--- config.mk ---
export PLATFORM = sky130hd
export DESIGN_NAME = evp_vector_ctrl
export DESIGN_NICKNAME = d
export VERILOG_FILES = /design/src/core/evp_vector_ctrl.v /design/src/core/evp_force_bank.v
export VERILOG_INCLUDE_DIRS = /design/src /design/src/core
export SDC_FILE = /design/constraint.sdc
export NUM_CORES = 1
export LEC_CHECK = 0
export BUFFER_PORTS_ARGS = -buffer_cell sky130_fd_sc_hd__buf_2
export CAP_MARGIN = 20
export CORE_ASPECT_RATIO = 1.5
export CORE_MARGIN = 8
export CORE_UTILIZATION = 52
export DETAILED_ROUTE_END_ITERATION = 7
export PLACE_DENSITY = 0.74
export SLEW_MARGIN = 20
export SYNTH_ARGS = -nofsm -noshare
export SYNTH_HDL_FRONTEND = slang
export SYNTH_SLANG_ARGS = --single-unit
--- constraint.sdc ---
create_clock -name mclk -period 8.89 [get_ports mclk]
set_input_delay 0 -clock mclk [delete_from_list [all_inputs] [get_ports mclk]]
set_output_delay 0 -clock mclk [all_outputs]
set_load 0.02 [all_outputs]
--- src/core/evp_defines.vh ---
// register indices, field positions, reset values and vector codes of the exception vector block
`ifndef EVP_DEFINES_VH
`define EVP_DEFINES_VH

// register indices; byte address is four times the index
`define EVP_IDX_TCTL 8'h15
`define EVP_IDX_FBANK 8'h16
`define EVP_IDX_PSEL 8'h1f

// test_control fields
`define EVP_TCTL_WTE 4
`define EVP_TCTL_BANK_HI 3
`define EVP_TCTL_BANK_LO 0

// reset values
`define EVP_TCTL_RST 8'h00
`define EVP_FBANK_RST 8'h00
`define EVP_PSEL_RST 8'hf2
`define EVP_VEC_RST 16'hfffe

// vector codes: high byte and low bytes
`define EVP_VEC_HI 8'hff
`define EVP_LB_SYS 8'hfe
`define EVP_LB_CMR 8'hfc
`define EVP_LB_WDOG 8'hfa
`define EVP_LB_TRAP 8'hf8
`define EVP_LB_SWI 8'hf6

// vector slots (low byte / 2)
`define EVP_I_MAX 122
`define EVP_V_IRQ 7'd121
`define EVP_V_HIGH_PRIORITY_EXT_PIN 7'd122
`define EVP_NBANK 16
`define EVP_NSLOT 128

// ahb-lite codes
`define EVP_HSIZE_WORD 3'b010
`define EVP_HRESP_OKAY 1'b0

`endif

--- src/core/evp_vector_ctrl.v ---
// exception vector priority decoder with request test banks and ahb-lite registers
//
// Decided for this implementation: the AHB-Lite slave port.
`default_nettype none
`include "evp_defines.vh"

module evp_vector_ctrl #(
    parameter NUM_I = 122
) (
    // clock and reset
    input wire mclk,
    input wire rst_b,
    // ahb-lite slave
    input wire hsel,
    input wire [31:0] haddr,
    input wire [1:0] htrans,
    input wire hwrite,
    input wire [2:0] hsize,
    input wire [31:0] hwdata,
    input wire hready,
    output reg hreadyout,
    output reg [31:0] hrdata,
    output reg hresp,
    // exception requests
    input wire [NUM_I-1:0] irq_req,
    input wire high_priority_ext_pin,
    input wire software_exception,
    input wire trap_req,
    input wire sys_reset_req,
    input wire clock_monitor_reset,
    input wire watchdog_reset,
    // core status
    input wire i_mask,
    input wire x_mask,
    input wire block_i,
    input wire block_x,
    input wire special_mode,
    input wire vec_fetch,
    // to core and system
    output reg [15:0] vec_addr,
    output reg int_pending,
    output reg wakeup
);

localparam integer BASE_V = `EVP_I_MAX - NUM_I;
localparam [6:0] BASE_V7 = BASE_V[6:0];
// reset words held at full width so fields can be sliced out
localparam [7:0] TCTL_RST = `EVP_TCTL_RST;
localparam [7:0] PSEL_RST = `EVP_PSEL_RST;

// reset release
reg rst_meta_b_ff;
reg rst_sync_b_ff;
wire srst_b;

// register state
reg wte_ff;
reg [3:0] bank_ff;
reg [6:0] psel_ff;

// bus pipeline
reg wr_pend_ff;
reg rd_pend_ff;
reg [7:0] idx_ff;

// decoder state
reg fetch_d_ff;
reg seen_ff;
reg [7:0] last_lb_ff;

// request vectors by slot (low byte / 2)
wire [`EVP_NSLOT-1:0] live_flat;
wire [`EVP_NSLOT-1:0] impl_flat;
wire [`EVP_NSLOT-1:0] src_flat;
wire [`EVP_NSLOT-1:0] ival_flat;
wire [`EVP_NSLOT-1:0] force_flat;
wire [7:0] force_rd;

// decode
reg [6:0] best_v;
reg [7:0] sel_lb;
reg sel_valid;
integer v;
wire any_i;
wire x_src;
wire x_valid;
wire [6:0] prom_v;
wire prom_hit;

// bus decode
wire take;
wire wr_ok;
wire tctl_wr;
wire wte_wr_ok;
wire fbank_wr;
wire psel_wr;
wire snap;
wire [7:0] bank_live;
wire [7:0] bank_impl;
wire [7:0] bank_rd;

assign srst_b = rst_sync_b_ff;

always @(posedge mclk or negedge rst_b) begin
    if (!rst_b) begin
        rst_meta_b_ff <= 1'b0;
        rst_sync_b_ff <= 1'b0;
    end else begin
        rst_meta_b_ff <= 1'b1;
        rst_sync_b_ff <= rst_meta_b_ff;
    end
end

// per-slot sources; slot 121 is the maskable pin, 122 the high-priority pin
genvar g;
generate
    for (g = 0; g < `EVP_NSLOT; g = g + 1) begin : g_slot
        if (g >= BASE_V && g <= `EVP_V_IRQ) begin : g_i
            assign live_flat[g] = irq_req[g - BASE_V];
            assign impl_flat[g] = 1'b1;
            assign ival_flat[g] = src_flat[g] & ~i_mask & ~block_i;
        end else if (g == `EVP_V_HIGH_PRIORITY_EXT_PIN) begin : g_x
            assign live_flat[g] = high_priority_ext_pin;
            assign impl_flat[g] = 1'b1;
            assign ival_flat[g] = 1'b0;
        end else begin : g_none
            assign live_flat[g] = 1'b0;
            assign impl_flat[g] = 1'b0;
            assign ival_flat[g] = 1'b0;
        end
    end
endgenerate

// forced values replace the live inputs while the enable is set
assign src_flat = wte_ff ? (force_flat & impl_flat) : live_flat;

assign any_i = |ival_flat;
assign x_src = src_flat[`EVP_V_HIGH_PRIORITY_EXT_PIN];
assign x_valid = x_src & ~x_mask & ~block_x;

// promoted source: out-of-range selections fall back to the maskable pin
assign prom_v = (psel_ff >= BASE_V7 && psel_ff <= `EVP_V_IRQ) ? psel_ff : `EVP_V_IRQ;
assign prom_hit = ival_flat[prom_v];

// highest slot wins among I sources
always @* begin
    best_v = 7'd0;
    for (v = 0; v < `EVP_NSLOT; v = v + 1) begin
        if (ival_flat[v]) begin
            best_v = v[6:0];
        end
    end
end

always @* begin
    sel_valid = 1'b1;
    if (sys_reset_req) begin
        sel_lb = `EVP_LB_SYS;
    end else if (clock_monitor_reset) begin
        sel_lb = `EVP_LB_CMR;
    end else if (watchdog_reset) begin
        sel_lb = `EVP_LB_WDOG;
    end else if (trap_req) begin
        sel_lb = `EVP_LB_TRAP;
    end else if (software_exception) begin
        sel_lb = `EVP_LB_SWI;
    end else if (x_valid) begin
        sel_lb = {`EVP_V_HIGH_PRIORITY_EXT_PIN, 1'b0};
    end else if (prom_hit) begin
        sel_lb = {prom_v, 1'b0};
    end else if (any_i) begin
        sel_lb = {best_v, 1'b0};
    end else begin
        sel_lb = `EVP_LB_SWI;
        sel_valid = 1'b0;
    end
end

// vector latched at the start of the fetch and held while it lasts
always @(posedge mclk or negedge srst_b) begin
    if (!srst_b) begin
        fetch_d_ff <= 1'b0;
        seen_ff <= 1'b0;
        last_lb_ff <= `EVP_LB_SWI;
        vec_addr <= `EVP_VEC_RST;
    end else begin
        fetch_d_ff <= vec_fetch;
        if (sel_valid) begin
            seen_ff <= 1'b1;
            last_lb_ff <= sel_lb;
        end
        if (vec_fetch && !fetch_d_ff) begin
            if (sel_valid) begin
                vec_addr <= {`EVP_VEC_HI, sel_lb};
            end else if (seen_ff) begin
                vec_addr <= {`EVP_VEC_HI, last_lb_ff};
            end else begin
                vec_addr <= {`EVP_VEC_HI, `EVP_LB_SWI};
            end
        end
    end
end

// pending and wake flags
always @(posedge mclk or negedge srst_b) begin
    if (!srst_b) begin
        int_pending <= 1'b0;
        wakeup <= 1'b0;
    end else begin
        int_pending <= any_i | x_valid;
        wakeup <= any_i | x_valid | x_src;
    end
end

// ahb-lite: writes zero-wait, reads one wait state
assign take = hsel & htrans[1] & hready;
assign wr_ok = wr_pend_ff & hready;
assign tctl_wr = wr_ok && idx_ff == `EVP_IDX_TCTL;
assign fbank_wr = wr_ok && idx_ff == `EVP_IDX_FBANK;
assign psel_wr = wr_ok && idx_ff == `EVP_IDX_PSEL;
assign wte_wr_ok = tctl_wr & special_mode & i_mask & x_mask;

// setting the enable copies live requests into the forced store
assign snap = wte_wr_ok & hwdata[`EVP_TCTL_WTE] & ~wte_ff;

always @(posedge mclk or negedge srst_b) begin
    if (!srst_b) begin
        wr_pend_ff <= 1'b0;
        rd_pend_ff <= 1'b0;
        idx_ff <= 8'h00;
        hreadyout <= 1'b1;
        hresp <= `EVP_HRESP_OKAY;
    end else begin
        hresp <= `EVP_HRESP_OKAY;
        if (rd_pend_ff) begin
            rd_pend_ff <= 1'b0;
            hreadyout <= 1'b1;
        end else if (hready) begin
            wr_pend_ff <= take & hwrite & (hsize == `EVP_HSIZE_WORD);
            rd_pend_ff <= take & ~hwrite;
            hreadyout <= ~(take & ~hwrite);
            if (take) begin
                idx_ff <= haddr[9:2];
            end
        end
    end
end

// test_control and promoted_source_select
always @(posedge mclk or negedge srst_b) begin
    if (!srst_b) begin
        wte_ff <= TCTL_RST[`EVP_TCTL_WTE];
        bank_ff <= TCTL_RST[`EVP_TCTL_BANK_HI:`EVP_TCTL_BANK_LO];
        psel_ff <= PSEL_RST[7:1];
    end else begin
        if (tctl_wr) begin
            bank_ff <= hwdata[`EVP_TCTL_BANK_HI:`EVP_TCTL_BANK_LO];
        end
        if (wte_wr_ok) begin
            wte_ff <= hwdata[`EVP_TCTL_WTE];
        end
        if (psel_wr && i_mask) begin
            psel_ff <= hwdata[7:1];
        end
    end
end

// bank view: bit j of bank b is slot b*8+j
assign bank_live = live_flat[bank_ff*8 +: 8];
assign bank_impl = impl_flat[bank_ff*8 +: 8];
assign bank_rd = special_mode ? ((wte_ff ? force_rd : bank_live) & bank_impl) : 8'h00;

evp_force_bank #(
    .NBANK(`EVP_NBANK)
) u_force (
    .mclk(mclk),
    .rst_b(srst_b),
    .wr_en(fbank_wr & special_mode & wte_ff & i_mask),
    .wr_bank(bank_ff),
    .wr_data(hwdata[7:0] & bank_impl),
    .snap_en(snap),
    .snap_data(live_flat),
    .rd_bank(bank_ff),
    .rd_ff(force_rd),
    .flat(force_flat)
);

// read data taken in the wait cycle of a read
always @(posedge mclk or negedge srst_b) begin
    if (!srst_b) begin
        hrdata <= 32'h00000000;
    end else if (rd_pend_ff) begin
        case (idx_ff)
            `EVP_IDX_TCTL: begin
                hrdata <= {27'h0000000, wte_ff, bank_ff};
            end
            `EVP_IDX_FBANK: begin
                hrdata <= {24'h000000, bank_rd};
            end
            `EVP_IDX_PSEL: begin
                hrdata <= {24'h000000, psel_ff, 1'b0};
            end
            default: begin
                hrdata <= 32'h00000000;
            end
        endcase
    end
end

endmodule // evp_vector_ctrl

`default_nettype wire

--- src/core/evp_force_bank.v ---
// bank-organised store of forced request bits with registered bank read
`default_nettype none
`include "evp_defines.vh"

module evp_force_bank #(
    parameter NBANK = 16
) (
    // clock and reset
    input wire mclk,
    input wire rst_b,
    // bank write
    input wire wr_en,
    input wire [3:0] wr_bank,
    input wire [7:0] wr_data,
    // whole-store load
    input wire snap_en,
    input wire [NBANK*8-1:0] snap_data,
    // read side
    input wire [3:0] rd_bank,
    output reg [7:0] rd_ff,
    output wire [NBANK*8-1:0] flat
);

wire [NBANK*8-1:0] mem_flat;

assign flat = mem_flat;

// one byte register per bank; a bank write of the same edge overrides the snapshot
genvar b;
generate
    for (b = 0; b < NBANK; b = b + 1) begin : g_bank
        reg [7:0] cell_ff;
        assign mem_flat[b*8 +: 8] = cell_ff;
        always @(posedge mclk or negedge rst_b) begin
            if (!rst_b) begin
                cell_ff <= `EVP_FBANK_RST;
            end else if (wr_en && wr_bank == b) begin
                cell_ff <= wr_data;
            end else if (snap_en) begin
                cell_ff <= snap_data[b*8 +: 8];
            end
        end
    end
endgenerate

always @(posedge mclk or negedge rst_b) begin
    if (!rst_b) begin
        rd_ff <= 8'h00;
    end else begin
        rd_ff <= mem_flat[rd_bank*8 +: 8];
    end
end

endmodule // evp_force_bank

`default_nettype wire

==> qor.txt, run 1 <==
Max Transition Viols Final: 0
EDFF count, synth: 0
Synth Cell Area: 0.0163 mm2
Switching Fraction: 0.332
Logic pwr share: 0.206
Final period util: 0.739
Post-synthesis sequential area ratio: 0.289
DRC viols: 0
Share of cells above drive strength 1: 0.203
VDD IR-drop max: 111 uV
Slew @ Worst Pin: 1150 ps
Met2 WL: 34200 um
Die H: 233 um
Final hold vios: 0
Initial antenna violation count: 2
Worst path arrival time: 6980 ps
Gr usage total: 0.399
Unrepaired setup endpoints after global routing: no
DP HPWL: 54700 um
CTS buffer count: 17
Critical Path Start Type: register
DR vias/cell: 6.99
Setup_tns: 0 ps
Die ar.: 0.0373 mm2
WP data required: 9300 ps
DP Worst Slack: 3820 ps
Core ar.: 0.0309 mm2
ANT nets after route: 0
Post-CTS setup buffer count: 0
Largest net degree at the start of global routing: 142
Met1 WL: 26800 um
Area Overhead vs Synth: 18.8%
Initial Util: 0.526
Top_reg_cell synth: dfrtp_1
Synth top area cells: dfrtp_1 (26%), mux4_2 (12%), mux2i_1 (11%), a21oi_1 (5.8%), nor2_1 (3.8%)
Pwr/cell area: 112 mW/mm2
F_max: 152 MHz
Row cnt: 79
Worst-path clk slew: 80 ps
Synth Register Bits: 187
Drt pass-1 iters: 5
HP Class: in2reg
Clock power frac: 0.386
Async set-reset flop share out of synthesis: 1.00
First-pass GRT wire length: 111000 um
Final Util: 0.625
Psw: 0.000718 W
DR WL/cell: 30.8 um
Root Buffer: clkbuf_16
Vias in the first global route: 16800
IO Pins: 260
Die span in x: 160 um
Post-route worst setup slack: 2320 ps
GP Congestion: 1.02
Critical path class: reg2reg
Clk_lat worst skew: 480 ps
Max cap viols: 0
Mapped Cells: 1793
P_leak: 7.65 nW
CTS tree: built
Final Skew: 12.5 ps
H-Tree Depth: 4
Vias: 17100
Avg Inst Size Synth: 9.08 um2
Tmin final: 6570 ps
Final WL: 75500 um
# setup viols final: 0
Total power: 0.00216 W
Outcome: complete, no violations
P_int: 0.00145 W
Clock Tree Buf Depth: 2
Initial detailed-routing violation count: 2231
Clk sinks: 187
Synth unique cells: 85
Highest Signal Layer: met5
GR Overflow Total: 0
Sequential share of power: 0.408
Hold Worst Slack: 3.76 ps
Nets: 2240
I/O Buffers: 176
Worst relative slew slack: 0.212
Critical Path Sink Type: register
Yosys Warn Count: 0
Synth area leader: dfrtp_1
CP max FO: 67
Post-synth top area share: 0.258
Metal3 WL: 8190 um
==> critical path: stages, from the launching register on <==
cell,delay [ps]
dfrtp_4,440
buf_4,750
mux2i_1,700
a21oi_1,270
nor4_1,770
or4b_1,590
nor4_4,710
a211oi_1,190
dlygate4sd3_1,640
nor3_2,110
dlygate4sd3_1,600
a31oi_2,60
dlygate4sd3_1,590
==> per-layer routing <==
layer | up-vias | GRT usage
li1 | 7240 | -
met1 | 8312 | 0.477
met2 | 1291 | 0.617
met3 | 302 | 0.0985
met4 | 2 | 0.293
met5 | - | 0
==> final timing paths <==
check,slack (ps),from,cells after the start,to
min,4,block_x,4,int_pending
min in group asynchronous,390,rst_b,3,rst_sync_b_ff
min reg2reg,360,rst_meta_b_ff,0,rst_sync_b_ff
max reg2reg,2320,wte_ff,12,last_lb_ff[2]
max,2320,wte_ff,12,last_lb_ff[2]
max in group asynchronous,6760,rst_sync_b_ff,1,wte_ff
==> power by group through the flow <==
stage                     Clock, W  Sequential [W]  Combinational [W]
final                     0.000835        0.000883           0.000446
after global routing      0.000866        0.000886           0.000465
after detailed placement         0        0.000900           0.000375
after CTS                 0.000837        0.000883           0.000427
after floorplan                  0        0.000909           0.000205
after global placement           0        0.000899           0.000374
==> sequential cells by signal (all words and copies together), names as in the netlist <==
| register | flops |
|---|---|
| u_force.g_bank.cell_ff | 128 |
| hrdata | 8 |
| idx_ff | 8 |
| u_force.rd_ff | 8 |
| last_lb_ff | 7 |
| psel_ff | 7 |
| vec_addr | 7 |
| bank_ff | 4 |
| fetch_d_ff | 1 |
| hreadyout | 1 |
| int_pending | 1 |
| rd_pend_ff | 1 |
| rst_meta_b_ff | 1 |
| rst_sync_b_ff | 1 |
| seen_ff | 1 |
| wakeup | 1 |
| wr_pend_ff | 1 |
| wte_ff | 1 |
==> synthesized netlist by cell type, types with 6 or more instances <==
library cell	n
o221ai_1	11
o31ai_1	8
nand3b_1	10
mux4_2	89
nor4_1	13
a21oi_1	187
dfrtp_1	168
o22ai_1	22
o21ai_0	86
nand4_1	18
mux2i_1	177
nor2_1	163
buf_4	41
a21o_1	10
a211oi_1	72
nand2b_1	22
mux2_2	44
o2111ai_1	10
clkbuf_1	73
a2111oi_0	11
buf_6	13
dfstp_2	19
a31oi_1	11
buf_1	18
inv_1	22
nor3b_1	18
or4_1	7
o211ai_1	16
nor2b_1	13
buf_2	35
and3_1	18
a211o_1	6
nand2_1	124
and2_1	61
nor3_1	60
nand3_1	20
==> cell type report <==
class | count | area (um2)
sequential | 187 | 4720
antenna | 2 | 5.00
multi-input combinational | 1436 | 10700
inverter | 22 | 82.6
clock inverter | 14 | 194
fill | 2554 | 11600
tap | 405 | 507
timing repair buffer | 368 | 2740
clock buffer | 18 | 429
==> cells by family (layout without fill, tap and decap cells) <==
logic type	Yosys count	after routing	share of synthesized area
and+or+nand+nor	576	576	0.179
xor gates and xnor gates	1	1	0.000538
other	2	37	0.000462
muxes	311	311	0.263
AOI/OAI and AO/OA	513	513	0.202
buffers and inverters	203	422	0.0657
DFF	187	187	0.289
==> repair_timing <==
action,in CTS,in global routing
hold endpoints to repair,152,0
hold buffers,163,0
resized for setup,0,0
setup endpoints to repair,0,0
==> stage by stage <==
step                cells  area (um2)
CTS                  2450       19300
global placement     2255       17100
detailed placement   2255       17100
floorplan            1826       16400
global route         2451       19300
finish               2452       19300
==> cell usage in the layout (no fill, tap or decap), types with 10 or more instances in the layout <==
cell type,netlist,final
nand3_1,20,20
clkbuf_16,0,17
and2_1,61,61
a21oi_1,187,187
o21ai_0,86,85
a31oi_1,11,11
nand4_1,18,18
and3_1,18,18
conb_1,2,35
o211ai_1,16,16
mux2_2,44,44
o2111ai_1,10,10
nor2_1,163,157
mux4_2,89,89
a21o_1,10,10
o221ai_1,11,11
mux2i_1,177,177
inv_1,22,22
o22ai_1,22,22
a2111oi_0,11,11
nor4_1,13,13
buf_2,35,176
nand3b_1,10,10
nor3b_1,18,17
nand2_1,124,124
dlygate4sd3_1,0,163
nor3_1,60,60
buf_4,41,28
dfstp_2,19,19
nor2b_1,13,13
nand2b_1,22,22
a211oi_1,72,72
dfrtp_1,168,164
(Power assumes the default switching activity.)
==> run 2: changes to the inputs <==
==> constraint.sdc (replaced) <==
create_clock -name mclk -period 6.1 [get_ports mclk]
set_input_delay 0 -clock mclk [delete_from_list [all_inputs] [get_ports mclk]]
set_output_delay 0 -clock mclk [all_outputs]
set_load 0.02 [all_outputs]
==> run 2 against run 1 <==
Setup slack got worse by 2100 ps. First-iteration DRC count rose by 7.4%. Highest routed layer unchanged. Fmax rose by 12%. Non-clock buffer count rose by 2.
==> qor.txt, run 2 (synthesized netlist as in run 1, its figures left out) <==
Crit path top cell by count: dlygate4sd3_1
Area Overhead vs Synth: 19.3%
DP HPWL: 56100 um
Unrepaired setup endpoints after global routing: no
Max cap viols: 0
CTS buffer count: 17
DRC viols: 0
Root Buffer: clkbuf_16
HP Class: in2reg
Die H: 233 um
Clk_lat worst skew: 480 ps
Initial antenna violation count: 3
Final period util: 0.964
P_leak: 7.68 nW
IO Pins: 260
Nets: 2242
F_max: 170 MHz
Final Skew: 23.8 ps
Initial Util: 0.526
Commonest cells after routing, fill and taps aside: a21oi_1 (187), mux2i_1 (177), buf_2 (176)
Layout Cells excl Fill: 2457
Final hold vios: 0
Outcome: complete, no violations
Share of cells above drive strength 1: 0.207
VDD IR-drop max: 168 uV
Initial detailed-routing violation count: 2395
Commonest non-fill, non-tap cell in the layout: a21oi_1
Gr usage total: 0.407
Delay-heaviest family, CP: buffers and inverters
Critical Path Start Type: register
CTS tree: built
Setup_tns: 0 ps
Final WL: 77100 um
GP Congestion: 1.03
# setup viols final: 0
Vias: 17300
Core ar.: 0.0309 mm2
Worst-path clk slew: 90 ps
ANT nets after route: 0
Critical path class: reg2reg
Drt pass-1 iters: 7
Max Transition Viols Final: 0
Dpl cells: 2258
Clock Tree Buf Depth: 2
Die span in x: 160 um
Worst Path Buf+Inv: 5
Clk sinks: 187
Crit-path max cell delay: 870 ps
Slew @ Worst Pin: 1200 ps
Largest net degree at the start of global routing: 145
First-pass GRT wire length: 113000 um
Worst path arrival time: 6280 ps
Biggest register: u_force.g_bank.cell_ff
Die ar.: 0.0373 mm2
Critical Path Sink Type: register
CP cell instances: buf_12, mux2i_1, a21oi_1, or4_1, nand4b_1, nor4_4, buf_4, a211oi_1, dlygate4sd3_1, nor3_2, dlygate4sd3_1, a31oi_2, dlygate4sd3_1
Row cnt: 79
I/O Buffers: 176
Vias in the first global route: 16900
GR Overflow Total: 0
Number of flip-flops in the largest register: 128
Crit-path slowest cell: dfrtp_4
DR WL/cell: 31.4 um
CP max FO: 69
Tmin final: 5880 ps
WP data required: 6500 ps
Worst relative slew slack: 0.194
Pwr/cell area: 164 mW/mm2
DR vias/cell: 7.06
H-Tree Depth: 4
[run 2: cell count changes in the layout (fill, tap and decap cells not counted), moves of 2 or more]
| cell | before | now |
|---|---|---|
| clkinv_8 | 6 | 4 |
| nor2_2 | 4 | 6 |
| diode_2 | 2 | 5 |
| nor2_1 | 157 | 155 |
| dlygate4sd3_1 | 163 | 161 |
| buf_12 | 1 | 5 |
[run 2: layer usage]
metal  wire length [um]  track usage  part of all wire
met2              34900        0.640              0.45
met3               8920       0.0966              0.12
met1              27000        0.492              0.35
met5                 13            0           0.00017
met4               6210        0.272             0.080
[run 2: worst register-to-register path, delay by kind of cell (launching register included)]
family	cells	cell delay [ps]
buffers and inverters	5	2420
and+or+nand+nor	4	1320
DFF	1	870
muxes	1	770
AOI/OAI and AO/OA	3	430
[run 2: path summary, 6_finish.rpt]
path | from | endpoint | cells past startpoint | slack [ps]
max | wte_ff | last_lb_ff[2] | 13 | 220
min | irq_req[74] | u_force.g_bank[9].cell_ff[2] | 5 | 10
max reg2reg | wte_ff | last_lb_ff[2] | 13 | 220
min reg2reg | rst_sync_b_ff | u_force.g_bank[5].cell_ff[7] | 0 | 350
min in group asynchronous | rst_sync_b_ff | u_force.g_bank[5].cell_ff[7] | 0 | 350
max in group asynchronous | rst_sync_b_ff | bank_ff[0] | 1 | 4270
[run 2: where the power goes]
group | total [W] | switching (W) | internal, W
registers | 0.00129 | 0.0000220 | 0.00126
clock network | 0.00124 | 0.000633 | 0.000607
logic | 0.000660 | 0.000408 | 0.000252
total | 0.00318 | 0.00106 | 0.00212
[run 2: repair_timing]
action,CTS,global route
hold endpoints to repair,151,0
hold buffers,161,0
resized for setup,0,0
setup buffers,0,1
endpoints found under the setup margin,0,1
[run 2: per-stage QoR]
| stage | cell area (um2) | power, W | hold slack [ps] | worst slack [ps] | utilization |
|---|---|---|---|---|---|
| after floorplan | 16400 | 0.00162 | -296 | 537 | - |
| after global placement | 17100 | 0.00186 | -216 | 1510 | 0.553 |
| after detailed placement | 17100 | 0.00186 | -212 | 1470 | 0.554 |
| after CTS | 19400 | 0.00315 | 0.966 | 170 | 0.626 |
| after global routing | 19400 | 0.00325 | 3.48 | 110 | 0.627 |
| final | 19400 | 0.00318 | 10.4 | 217 | 0.627 |
[run 2: final cells by class]
type                    instances  area, um2
diodes                          5       12.5
clock buffers                  18        439
clock inverters                14        186
fillers                      2522      11500
inverters                      22       82.6
multi-input cells            1436      10700
flip-flops and latches        187       4720
well taps                     405        507
repair buffers                370       2800
